--- src/sls_pkg.sv ---
// Purpose: Shared constants and types for the stepper limit seek block
// Assumes: 50 MHz ref_clk, APB register access, 32-bit data
// Notes: All offsets are byte addresses of aligned words
package sls_pkg;
  // Clock and step source rates in Hz
  localparam int CLK_HZ = 50_000_000;
  localparam int INT_SRC_HZ = 25_500;
  localparam int ONB_SRC_HZ = 800_000;
  localparam int NUM_AXES = 3;
  // Divisor limits for the constant-speed seek
  localparam logic [7:0] DIV_MIN = 8'h14;
  localparam logic [7:0] DIV_MAX = 8'hFF;
  // Register byte offsets
  localparam logic [7:0] OFS_CMD = 8'h00;
  localparam logic [7:0] OFS_STEPS = 8'h04;
  localparam logic [7:0] OFS_RESULT = 8'h08;
  localparam logic [7:0] OFS_CLKCFG = 8'h0C;
  localparam logic [7:0] OFS_RAMP = 8'h10;
  localparam logic [7:0] OFS_STAT0 = 8'h14;
  localparam logic [7:0] OFS_STAT1 = 8'h18;
  localparam logic [7:0] OFS_STAT2 = 8'h1C;
  // Field positions
  localparam int CMD_CODE_LSB = 0;
  localparam int CMD_AXIS_LSB = 8;
  localparam int CMD_DIV_LSB = 16;
  localparam int STEPS_SIGN_BIT = 24;
  localparam int CFG_SRC_LSB = 0;
  localparam int CFG_X_LSB = 8;
  localparam int FIN_INNER_BIT = 3;
  localparam int FIN_OUTER_BIT = 4;
  localparam int FIN_MOTOR_OFF_BIT = 5;
  localparam int STAT_BUSY_BIT = 8;
  // Command and result codes
  localparam logic [7:0] CMD_OUTER = 8'h05;
  localparam logic [7:0] CMD_INNER = 8'h06;
  localparam logic [7:0] CMD_MAX = 8'h0F;
  localparam logic [3:0] RES_OK = 4'h0;
  localparam logic [3:0] RES_BUSY = 4'h1;
  localparam logic [3:0] RES_BADCMD = 4'h5;
  localparam logic [3:0] RES_POWER = 4'h6;
  localparam logic [3:0] RES_BADAXIS = 4'hA;
  localparam logic [3:0] RES_BADDIV = 4'hB;
  // Clock source selections
  localparam logic [1:0] SRC_INT = 2'h0;
  localparam logic [1:0] SRC_ONB = 2'h1;
  localparam logic [1:0] SRC_EXT = 2'h2;
  // Reset values
  localparam logic [31:0] RAMP_RESET = 32'h0004_1478;
  localparam logic [31:0] CLKCFG_RESET = 32'h0000_0000;

  typedef struct packed {
    logic [7:0] div;
    logic [3:0] axis;
    logic [7:0] code;
  } sls_cmd_t;

  typedef struct packed {
    logic [7:0] len;
    logic [7:0] top;
    logic [7:0] start;
  } sls_ramp_t;

  typedef enum logic [1:0] {ST_IDLE, ST_CONST, ST_ACCEL, ST_DECEL} sls_state_t;
endpackage : sls_pkg

--- src/sls_tick_gen.sv ---
// Purpose: Fractional rate tick from the system clock
// Assumes: INC below MOD, both in Hz
// Notes: Average rate is exact; jitter is one ref_clk period
`timescale 1ns/1ns
`default_nettype none
module sls_tick_gen #(
  parameter int INC = 25_500,
  parameter int MOD = 50_000_000
) (
  input wire logic ref_clk,
  input wire logic rst_n,
  output logic tick
);
  localparam int ACC_W = $clog2(2 * MOD);
  localparam logic [ACC_W-1:0] INC_V = ACC_W'(INC);
  localparam logic [ACC_W-1:0] MOD_V = ACC_W'(MOD);
  logic [ACC_W-1:0] accFf;
  logic [ACC_W-1:0] nxt_acc;

  if (INC <= 0 || INC >= MOD) begin : g_chk
    $error("sls_tick_gen: INC must lie between 0 and MOD");
  end

  assign nxt_acc = accFf + INC_V;

  // Phase accumulator, wraps at MOD
  always_ff @(posedge ref_clk) begin
    if (!rst_n) begin
      accFf <= '0;
      tick <= 1'b0;
    end else if (nxt_acc >= MOD_V) begin
      accFf <= nxt_acc - MOD_V;
      tick <= 1'b1;
    end else begin
      accFf <= nxt_acc;
      tick <= 1'b0;
    end
  end
endmodule : sls_tick_gen
`default_nettype wire

--- src/sls_step_timer.sv ---
// Purpose: Counts source ticks and emits one step per divisor periods
// Assumes: divisor of at least one
// Notes: Counter clears whenever run is low
`timescale 1ns/1ns
`default_nettype none
module sls_step_timer #(
  parameter int DIV_W = 8
) (
  input wire logic ref_clk,
  input wire logic rst_n,
  input wire logic run,
  input wire logic srcTick,
  input wire logic [DIV_W-1:0] divisor,
  output logic stepPulse
);
  logic [DIV_W-1:0] cntFf;

  if (DIV_W < 2) begin : g_chk
    $error("sls_step_timer: DIV_W too small");
  end

  // Reload after each pulse; divisor read live
  always_ff @(posedge ref_clk) begin
    if (!rst_n || !run) begin
      cntFf <= '0;
      stepPulse <= 1'b0;
    end else if (srcTick && (cntFf + 1'b1 >= divisor)) begin
      cntFf <= '0;
      stepPulse <= 1'b1;
    end else begin
      cntFf <= srcTick ? cntFf + 1'b1 : cntFf;
      stepPulse <= 1'b0;
    end
  end
endmodule : sls_step_timer
`default_nettype wire

--- src/sls_seek_top.sv ---
// Purpose: Three-axis stepper seek to outer or inner limit switches
// Assumes: APB master, synchronous switch and ext clock inputs
// Notes: Rules of the block follow
//
// Implementation choices: the APB register port and the placing of the registers.
`timescale 1ns/1ns
`default_nettype none
module sls_seek_top
  import sls_pkg::*;
#(
  parameter int N_AXES = NUM_AXES,
  parameter int DIV_W = 8
) (
  input wire logic ref_clk,
  input wire logic rst_n,
  input wire logic psel,
  input wire logic penable,
  input wire logic pwrite,
  input wire logic [7:0] paddr,
  input wire logic [31:0] pwdata,
  output logic [31:0] prdata,
  output logic pready,
  output logic pslverr,
  input wire logic extClkIn,
  input wire logic motor_power_sense,
  input wire logic [N_AXES-1:0] cw_outer_limit,
  input wire logic [N_AXES-1:0] ccw_outer_limit,
  input wire logic [N_AXES-1:0] cw_inner_limit,
  input wire logic [N_AXES-1:0] ccw_inner_limit,
  output logic [N_AXES-1:0] stepPulse,
  output logic [N_AXES-1:0] stepDir
);
  // Elaboration checks
  if (N_AXES != NUM_AXES) begin : g_chk_axes
    $error("sls_seek_top: axis decode serves exactly three axes");
  end
  if (DIV_W != 8) begin : g_chk_div
    $error("sls_seek_top: divisor fields are eight bits");
  end
  // Register state
  logic [31:0] stepsFf;
  logic [3:0] resultFf;
  logic [1:0] srcSelFf;
  logic [7:0] dividerXFf;
  sls_ramp_t rampFf;
  // Bus handshake
  logic accFirst;
  logic accDone;
  logic wrDone;
  logic cmdWrite;
  sls_cmd_t cmdReq;
  // Command checks
  logic [3:0] nxt_result;
  logic [N_AXES-1:0] startVec;
  logic dirReq;
  // Source ticks
  logic intTick;
  logic onbTick;
  logic preTick;
  logic extPrevFf;
  logic [7:0] preCntFf;
  logic srcTickFf;
  // Per-axis state
  sls_state_t stateFf [N_AXES];
  logic [7:0] curDivFf [N_AXES];
  logic [7:0] rampCntFf [N_AXES];
  logic [2:0] lastCodeFf [N_AXES];
  logic [N_AXES-1:0] finInnerFf;
  logic [N_AXES-1:0] finOuterFf;
  logic [N_AXES-1:0] busy;
  logic [N_AXES-1:0] stepInt;
  // Access phase: first cycle prepares, second completes
  assign accFirst = psel & penable & ~pready;
  assign accDone = psel & penable & pready;
  assign wrDone = accDone & pwrite;
  assign cmdWrite = wrDone && (paddr == OFS_CMD);
  assign cmdReq.code = pwdata[CMD_CODE_LSB +: 8];
  assign cmdReq.axis = pwdata[CMD_AXIS_LSB +: 4];
  assign cmdReq.div = pwdata[CMD_DIV_LSB +: 8];
  // Sign of the stored count; zero counts as clockwise
  assign dirReq = ~stepsFf[STEPS_SIGN_BIT];
  // Command screening, first failing check reports
  always_comb begin
    nxt_result = RES_OK;
    startVec = '0;
    if (cmdReq.code > CMD_MAX) begin
      nxt_result = RES_BADCMD;
    end else if (cmdReq.axis >= 4'(N_AXES)) begin
      nxt_result = RES_BADAXIS;
    end else if (cmdReq.code == CMD_OUTER &&
                 (cmdReq.div < DIV_MIN || cmdReq.div > DIV_MAX)) begin
      nxt_result = RES_BADDIV;
    end else if (!motor_power_sense) begin
      nxt_result = RES_POWER;
    end else if (busy[cmdReq.axis[1:0]]) begin
      nxt_result = RES_BUSY;
    end else if (cmdReq.code == CMD_OUTER || cmdReq.code == CMD_INNER) begin
      startVec[cmdReq.axis[1:0]] = cmdWrite;
    end
  end

  // Bus handshake flops
  always_ff @(posedge ref_clk) begin
    if (!rst_n) begin
      pready <= 1'b0;
    end else begin
      pready <= accFirst;
    end
  end

  // Read data and error, latched in the first access cycle
  always_ff @(posedge ref_clk) begin
    if (!rst_n) begin
      prdata <= 32'h0000_0000;
      pslverr <= 1'b0;
    end else if (accFirst) begin
      pslverr <= 1'b0;
      prdata <= 32'h0000_0000;
      case (paddr)
        OFS_CMD: prdata <= 32'h0000_0000;
        OFS_STEPS: prdata <= stepsFf;
        OFS_RESULT: prdata <= {28'h000_0000, resultFf};
        OFS_CLKCFG: prdata <= {16'h0000, dividerXFf, 6'h00, srcSelFf};
        OFS_RAMP: prdata <= {8'h00, rampFf};
        OFS_STAT0: prdata <= statWord(0);
        OFS_STAT1: prdata <= statWord(1);
        OFS_STAT2: prdata <= statWord(2);
        default: pslverr <= 1'b1; // Unmapped address
      endcase
    end else begin
      pslverr <= 1'b0; // Error stands for the answer cycle only
    end
  end

  // Finish status word of one axis
  function automatic logic [31:0] statWord(input int a);
    logic [31:0] w;
    w = 32'h0000_0000;
    w[2:0] = lastCodeFf[a];
    w[FIN_INNER_BIT] = finInnerFf[a];
    w[FIN_OUTER_BIT] = finOuterFf[a];
    w[FIN_MOTOR_OFF_BIT] = ~motor_power_sense;
    w[STAT_BUSY_BIT] = busy[a];
    return w;
  endfunction : statWord

  // Stored step count
  always_ff @(posedge ref_clk) begin
    if (!rst_n) begin
      stepsFf <= 32'h0000_0000;
    end else if (wrDone && paddr == OFS_STEPS) begin
      stepsFf <= pwdata;
    end
  end

  // Clock source and divider ratio, live during motion
  always_ff @(posedge ref_clk) begin
    if (!rst_n) begin
      srcSelFf <= CLKCFG_RESET[CFG_SRC_LSB +: 2];
      dividerXFf <= CLKCFG_RESET[CFG_X_LSB +: 8];
    end else if (wrDone && paddr == OFS_CLKCFG) begin
      srcSelFf <= pwdata[CFG_SRC_LSB +: 2];
      dividerXFf <= pwdata[CFG_X_LSB +: 8];
    end
  end

  // Stored ramp settings; only a ramp write changes them
  always_ff @(posedge ref_clk) begin
    if (!rst_n) begin
      rampFf <= RAMP_RESET[23:0];
    end else if (wrDone && paddr == OFS_RAMP) begin
      rampFf <= pwdata[23:0];
    end
  end

  // Result of the last command write
  always_ff @(posedge ref_clk) begin
    if (!rst_n) begin
      resultFf <= RES_OK;
    end else if (cmdWrite) begin
      resultFf <= nxt_result;
    end
  end

  // Internal source rate
  sls_tick_gen #(
    .INC(INT_SRC_HZ),
    .MOD(CLK_HZ)
  ) u_int_tick (
    .ref_clk(ref_clk),
    .rst_n(rst_n),
    .tick(intTick)
  );

  // On-board source rate, before the divider
  sls_tick_gen #(
    .INC(ONB_SRC_HZ),
    .MOD(CLK_HZ)
  ) u_onb_tick (
    .ref_clk(ref_clk),
    .rst_n(rst_n),
    .tick(onbTick)
  );

  // Divide by ratio plus one; compare is live so a new ratio acts at once
  assign preTick = onbTick && (preCntFf >= dividerXFf);
  always_ff @(posedge ref_clk) begin
    if (!rst_n) begin
      preCntFf <= 8'h00;
    end else if (preTick) begin
      preCntFf <= 8'h00;
    end else if (onbTick) begin
      preCntFf <= preCntFf + 8'h01;
    end
  end

  // External clock edge; input is already synchronous
  always_ff @(posedge ref_clk) begin
    if (!rst_n) begin
      extPrevFf <= 1'b0;
    end else begin
      extPrevFf <= extClkIn;
    end
  end

  // Source selection; code 3 yields no ticks
  always_ff @(posedge ref_clk) begin
    if (!rst_n) begin
      srcTickFf <= 1'b0;
    end else begin
      case (srcSelFf)
        SRC_INT: srcTickFf <= intTick;
        SRC_ONB: srcTickFf <= preTick;
        SRC_EXT: srcTickFf <= extClkIn & ~extPrevFf;
        default: srcTickFf <= 1'b0;
      endcase
    end
  end

  // One sequencer per axis
  for (genvar i = 0; i < N_AXES; i++) begin : g_axis
    logic outerHit;
    logic innerHit;
    logic rampDue;
    logic running;

    assign busy[i] = (stateFf[i] != ST_IDLE);
    assign running = busy[i];
    assign outerHit = stepDir[i] ? cw_outer_limit[i] : ccw_outer_limit[i];
    assign innerHit = stepDir[i] ? cw_inner_limit[i] : ccw_inner_limit[i];
    assign rampDue = stepInt[i] && (rampCntFf[i] >= rampFf.len);

    sls_step_timer #(
      .DIV_W(DIV_W)
    ) u_timer (
      .ref_clk(ref_clk),
      .rst_n(rst_n),
      .run(running),
      .srcTick(srcTickFf),
      .divisor(curDivFf[i]),
      .stepPulse(stepInt[i])
    );

    // Step output, suppressed once the axis has stopped
    always_ff @(posedge ref_clk) begin
      if (!rst_n) begin
        stepPulse[i] <= 1'b0;
      end else begin
        stepPulse[i] <= stepInt[i] & running;
      end
    end

    // Ramp interval counter, counts steps between divisor changes
    always_ff @(posedge ref_clk) begin
      if (!rst_n || !running) begin
        rampCntFf[i] <= 8'h00;
      end else if (rampDue) begin
        rampCntFf[i] <= 8'h00;
      end else if (stepInt[i]) begin
        rampCntFf[i] <= rampCntFf[i] + 8'h01;
      end
    end

    // Motion state; switches act the cycle they are seen
    always_ff @(posedge ref_clk) begin
      if (!rst_n) begin
        stateFf[i] <= ST_IDLE;
        curDivFf[i] <= DIV_MIN;
        stepDir[i] <= 1'b1;
        lastCodeFf[i] <= 3'h0;
        finInnerFf[i] <= 1'b0;
        finOuterFf[i] <= 1'b0;
      end else begin
        case (stateFf[i])
          ST_IDLE: begin
            if (startVec[i]) begin
              stepDir[i] <= dirReq;
              lastCodeFf[i] <= cmdReq.code[2:0];
              finInnerFf[i] <= 1'b0;
              finOuterFf[i] <= 1'b0;
              if (cmdReq.code == CMD_OUTER) begin
                stateFf[i] <= ST_CONST;
                curDivFf[i] <= cmdReq.div;
              end else begin
                stateFf[i] <= ST_ACCEL;
                curDivFf[i] <= rampFf.start;
              end
            end
          end
          ST_CONST: begin
            if (!motor_power_sense) begin
              stateFf[i] <= ST_IDLE;
            end else if (outerHit) begin
              stateFf[i] <= ST_IDLE;
              finOuterFf[i] <= 1'b1;
            end
          end
          ST_ACCEL: begin
            if (!motor_power_sense) begin
              stateFf[i] <= ST_IDLE;
            end else if (outerHit) begin
              stateFf[i] <= ST_IDLE;
              finOuterFf[i] <= 1'b1;
            end else if (innerHit) begin
              stateFf[i] <= ST_DECEL;
            end else if (rampDue && curDivFf[i] > rampFf.top) begin
              curDivFf[i] <= curDivFf[i] - 8'h01;
            end
          end
          ST_DECEL: begin
            if (!motor_power_sense) begin
              stateFf[i] <= ST_IDLE;
            end else if (outerHit) begin
              stateFf[i] <= ST_IDLE;
              finOuterFf[i] <= 1'b1;
            end else if (rampDue) begin
              if (curDivFf[i] < rampFf.start) begin
                curDivFf[i] <= curDivFf[i] + 8'h01;
              end else begin
                stateFf[i] <= ST_IDLE;
                finInnerFf[i] <= 1'b1;
              end
            end
          end
          default: stateFf[i] <= ST_IDLE;
        endcase
      end
    end
  end
endmodule : sls_seek_top
`default_nettype wire

--- config.mk ---
export PLATFORM = sky130hd
export DESIGN_NAME = sls_seek_top
export DESIGN_NICKNAME = d
export VERILOG_FILES = /design/src/sls_pkg.sv /design/src/sls_tick_gen.sv /design/src/sls_step_timer.sv /design/src/sls_seek_top.sv
export SDC_FILE = /design/constraint.sdc
export NUM_CORES = 1
export LEC_CHECK = 0
export ABC_AREA = 0
export BUFFER_PORTS_ARGS = -buffer_cell sky130_fd_sc_hd__buf_2
export CAP_MARGIN = 30
export CORE_UTILIZATION = 35
export CTS_BUF_LIST = sky130_fd_sc_hd__clkbuf_16
export CTS_CLUSTER_DIAMETER = 150
export CTS_CLUSTER_SIZE = 16
export DETAILED_ROUTE_END_ITERATION = 8
export PLACE_DENSITY = 0.59
export SLEW_MARGIN = 10
export SYNTH_ARGS = -nofsm -noshare
export SYNTH_HDL_FRONTEND = slang
export SYNTH_SLANG_ARGS = --single-unit
--- constraint.sdc ---
create_clock -name ref_clk -period 9.2 [get_ports ref_clk]
set_input_delay 1.38 -clock ref_clk [delete_from_list [all_inputs] [get_ports ref_clk]]
set_output_delay 1.38 -clock ref_clk [all_outputs]
set_load 0.01 [all_outputs]
; ---- After elaboration in Yosys (flattened, before gate mapping)
; Memory sizes are Yosys's and may differ from the RTL's.
; Index checks and enable logic that the tools add are counted.
[classes]
add_sub_neg = 17
order_cmp = 21
n_eq_ne = 41
muxes = 317
n_bitwise = 65
n_reduce_logical = 54
[op_table]
columns = operator, n
row1 = $mux 1, 244
row2 = $pmux 32 s7, 1
row3 = $mux 8, 18
row4 = $add 8x1->8 const B, 10
row5 = $mux 2, 30
row6 = $ge 8x8->1, 7
row7 = $ge 27x26->1 const B, 2
row8 = $mux 27, 2
row9 = $sub 27x26->27 const B, 2
row10 = $or 1x1->1, 51
row11 = $eq 8x5->1 const B, 4
row12 = $mux 3, 10
row13 = $ne 2x2->1 const B, 15
row14 = $add 27x15->27 const B, 1
row15 = $add 27x20->27 const B, 1
row16 = $eq 8x3->1 const B, 3
row17 = $gt 8x8->1, 3
row18 = $lt 8x8->1, 3
row19 = $sub 8x1->8 const B, 3
row20 = $reduce_and 6->1, 3
row21 = $eq 8x4->1 const B, 2
row22 = $logic_and 1x1->1, 16
row23 = $eq 2x2->1 const B, 7
row24 = $mux 4, 3
row25 = other kinds (25), 74
[word_totals]
register_bits = 209
ram_bits = 63
input_bits = 59
out_inout_bits = 40
elab_cells = 554
memories = 4
[mem_list]
columns = memory, depth, word_bits, read_ports, rd_ports_with_merged_regs, write_ports, line_no
row1 = curDivFf, 3, 8, 3, 0, 3, sls_seek_top.sv:65  ; logic [7:0] curDivFf [N_AXES];
row2 = rampCntFf, 3, 8, 3, 0, 3, sls_seek_top.sv:66  ; logic [7:0] rampCntFf [N_AXES];
row3 = lastCodeFf, 3, 3, 3, 0, 3, sls_seek_top.sv:67  ; logic [2:0] lastCodeFf [N_AXES];
row4 = stateFf, 3, 2, 3, 0, 3, sls_seek_top.sv:64  ; sls_state_t stateFf [N_AXES];

; ---- Depth between registers and ports, before layout
[depth]
word_depth = 25
ltp_mapped = 15
mapped_depth_nobuf = 13

; ---- Hierarchy
; Synthesis repeated with hierarchy kept, for this count alone.
[unflattened]
hier_cells = 2015
hier_area_um2 = 17101.4
[modules_own_cells]
columns = module, n_inst, cells_each, area_per_inst_um2, seq_area_each_um2
row1 = sls_seek_top, 1, 1295, 11019.3, 4414.2
row2 = sls_step_timer, 3, 76, 703.2, 180.2
row3 = sls_tick_gen at u_int_tick, 1, 242, 2034.5, 520.5
row4 = sls_tick_gen at u_onb_tick, 1, 250, 1938.1, 420.4

; ---- Least setup slack after synthesis
; OpenSTA, ideal clock, no wires.
[synth_path]
path_type = input-to-reg
from = input paddr[5]
to = memory curDivFf[2][6] (data pin)
setup_ns = 0.272
arrival_ns = 3.769
required_time_ns = 8.928
setup_slack_ns = 5.159
stages = 11
n_path_buf = 3
path_cell_list = nor3_1 nand2b_1 and4b_1 clkbuf_2 nand2_1 or2_2 or4_1 clkbuf_1 clkbuf_1 a21oi_1 o221ai_1
[synth_rtl]
columns = item, line_no
row1 = from (decl), sls_seek_top.sv:19  ; input wire logic [7:0] paddr,
row2 = to (decl), sls_seek_top.sv:65

==> flow_summary.ini <==
[yosys]
synth_mux_area_share_pct = 1.765
synth_top_family_by_area = simple AND/OR/NAND/NOR gates
syn-instance-count = 1944
synth_area_per_cell_um2 = 8.313
synth-xor-area-share_pct = 7.696
syn_nets = 2124
yosysUniqueCellTypes = 86
syn_area_um2 = 16160
synthTopCellsByCount = nor2_1, nand2_1, dfxtp_1
yosysSeqAreaShare_pct = 36.48
synth_edf_count = 63
synth_ff_type = dfxtp_1
ys_seq_elements = 263
synthArstFlopShare_pct = 0
ys_top_cells_by_area = dfxtp_1, edfxtp_1, ha_1
synth_fa_ha_area_share_pct = 9.368
netlist.area_leader.share_pct = 24.78
yosysMostFrequentCell = nor2_1
yosys.area_share.simple_pct = 22.16
synth_compound_area_share_pct = 18.11
synth.largest_area_cell = dfxtp_1
yosysWarnings = 0

[grt]
grt_pass1_vias = 13310
grt_usage_pct = 20.17
grt_max_degree = 92
overflow = 0
antenna_found_initial = 5
grt_pass1_wl_um = 75690

[place]
dpl_cell_area_um2 = 17140
port_buffers = 98
gp_congestion = 0.9210
hpwl_um = 35730

[cells_and_area]
syn_to_final_growth_pct = 9.841
fillers = 4706
final_layout_size_suffix_gt1_share_pct = 8.896
nets = 2172
final_area_um2 = 17750

[power]
p_leak_uw = 0.006875
ir_drop_mv = 0.1103
power.density_nw_per_um2 = 139.8

[clock_network]
cts_buffers = 20
cts_tree = done
post-cts-setup-buffers = 0
clk_pin_slew_ns = 0.08
cts_root_buf = clkbuf_16
clock_sinks = 263
clk_latency_ns = 0.54
cts_hold_buf = 0
cts_resized = 0
h-tree-depth = 1
clk_path_buf_depth = 3

[critical_path]
cp.arrival_ns = 4.73
path_cells = buf_2 > nand2_1 > nor2_1 > and4b_1 > nand2_1 > or2_2 > nor2_1 > nand3_1 > or2_2 > inv_1 > a21oi_1 > a311oi_1
cp.required_ns = 9.56
critical_path.max_fanout = 13
criticalPathCategory = input pin to flop
start_kind = input pin
max_stage_delay_ns = 0.76
end_kind = flop
crit_slowest_cell = nor2_1

[floorplanning]
fp.dieH_um = 216.9
io_pins = 99
die-width_um = 216.9
start_util_pct = 35.53
design.core.area_um2 = 45480
fp-row-count = 78
fp.dieArea_um2 = 47040

[drt]
dr.first_iter.drc_count = 1326
wl_um = 48140
routed_via_density = 5.485
wl_per_cell_um = 18.50
vias = 14280
route.detailed.drc = 0
dr.pass1.iters = 6
final_antenna_net_count = 0

[sta]
worstMarginPinSlew_ns = 0.9580
grt_setup_unrepaired = no
slew_viol_final = 0
hold_viol = 0
finClkSkew_ns = 0.01602
fmax_ghz = 0.2284
min_period_over_period_pct = 47.58
setup_viol = 0
fin_crit_ns = 4.378
max_slew_margin_pct = 35.90
fin_tns_setup_ns = 0
hold_ws_ns = 0.4509

[status]
status = complete, no violations

[min_path]
holdCritPathClass = flop to flop

[run]
max_cap_violations = 0
-- flip-flops by register name, summed over array words and instances (netlist names), 3 cells and up --
register	flops
rampFf	24
stepDir	3
dividerXFf	8
g_axis.u_timer.stepPulse	3
resultFf	4
curDivFf	24
prdata	32
g_axis.u_timer.cntFf	24
finInnerFf	3
preCntFf	8
stepsFf	32
rampCntFf	24
lastCodeFf	9
finOuterFf	3
u_int_tick.accFf	25
u_onb_tick.accFf	20
stateFf	6
stepPulse	3
-- placed cells by master, fill, tap and decap left out, types with 12 or more instances in the layout --
cell type	count
nor2_1	232
nand2_1	228
dfxtp_1	200
a21oi_1	161
ha_1	121
inv_1	99
buf_2	98
nand3_1	82
xnor2_1	77
o21ai_0	66
xor2_1	65
edfxtp_1	63
nor3_1	37
a21o_1	37
nand2b_1	28
and3_1	24
mux2i_1	24
nand4_1	24
o211ai_1	21
clkbuf_16	20
nor2b_1	19
a22oi_1	18
and2_1	16
or2_2	16
a222oi_1	15
o21a_1	13
or3_1	13
o221ai_1	12
buf_4	12
-- stage by stage --
step           setup slack [ns]  instances  utilization [%]  total power [uW]
2_1_floorplan             5.159       1944                -              1565
3_3_place_gp              4.447       2567            37.69              1653
3_5_place_dp              4.367       2567            37.69              1660
4_1_cts                   4.918       2598            38.92              2498
5_1_grt                   4.626       2603            39.03              2600
6_report                  4.822       2603            39.03              2481
-- cell type report --
| cell class | count | area, um^2 | area share (%) |
|---|---|---|---|
| clock buffer | 20 | 500.5 | 2.819 |
| sequential | 263 | 5896 | 33.21 |
| tap | 600 | 750.7 | 4.229 |
| antenna | 2 | 5.005 | 0.02819 |
| clock inverter | 11 | 61.31 | 0.3454 |
| timing repair buffer | 113 | 624.3 | 3.517 |
| multi-input combinational | 1503 | 9569 | 53.91 |
| inverter | 91 | 344.1 | 1.938 |
-- final timing paths --
kind / from / end / slack, ns / depth (start not counted)
setup reg to reg: u_int_tick.accFf[2]$_SDFF_PN0_ / u_int_tick.accFf[18]$_SDFF_PN0_ / 5.31 / 13
hold / removal: prdata[29]$_SDFFE_PN0P_ / prdata[29]$_SDFFE_PN0P_ / 0.45 / 2
setup / recovery: psel / stateFf[2][0]$_SDFFCE_PP0P_ / 4.82 / 12
hold reg to reg: prdata[29]$_SDFFE_PN0P_ / prdata[29]$_SDFFE_PN0P_ / 0.45 / 2
-- worst max-delay path, delay by kind of cell --
family | cells | cell delay, ns
compound gates | 2 | 0.33
buf+inv | 2 | 0.26
simple gates | 8 | 2.77
-- routing by layer --
layer  global-route usage (%)  share of wire, %
met1                    28.20                46
met2                    32.09                45
met4                    5.775               2.4
met5                        0             0.064
met3                    2.949               7.3
-- power by group --
part	internal (uW)	switching, uW	leakage [uW]
Sequential	1220	73.5	0.00228
Clock	398	443	0.000307
Combinational	136	209	0.00429
Total	1760	725	0.00687
-- logic make-up (layout without fill, tap and decap cells) --
family,after synthesis,count (layout)
flops,263,263
compound gates,446,446
other cells,0,2
fa+ha+maj,121,121
buf+inv,178,235
xor+xnor,142,142
simple gates,766,766
mux,28,28
No activity file was read; power rests on OpenSTA's default activity.
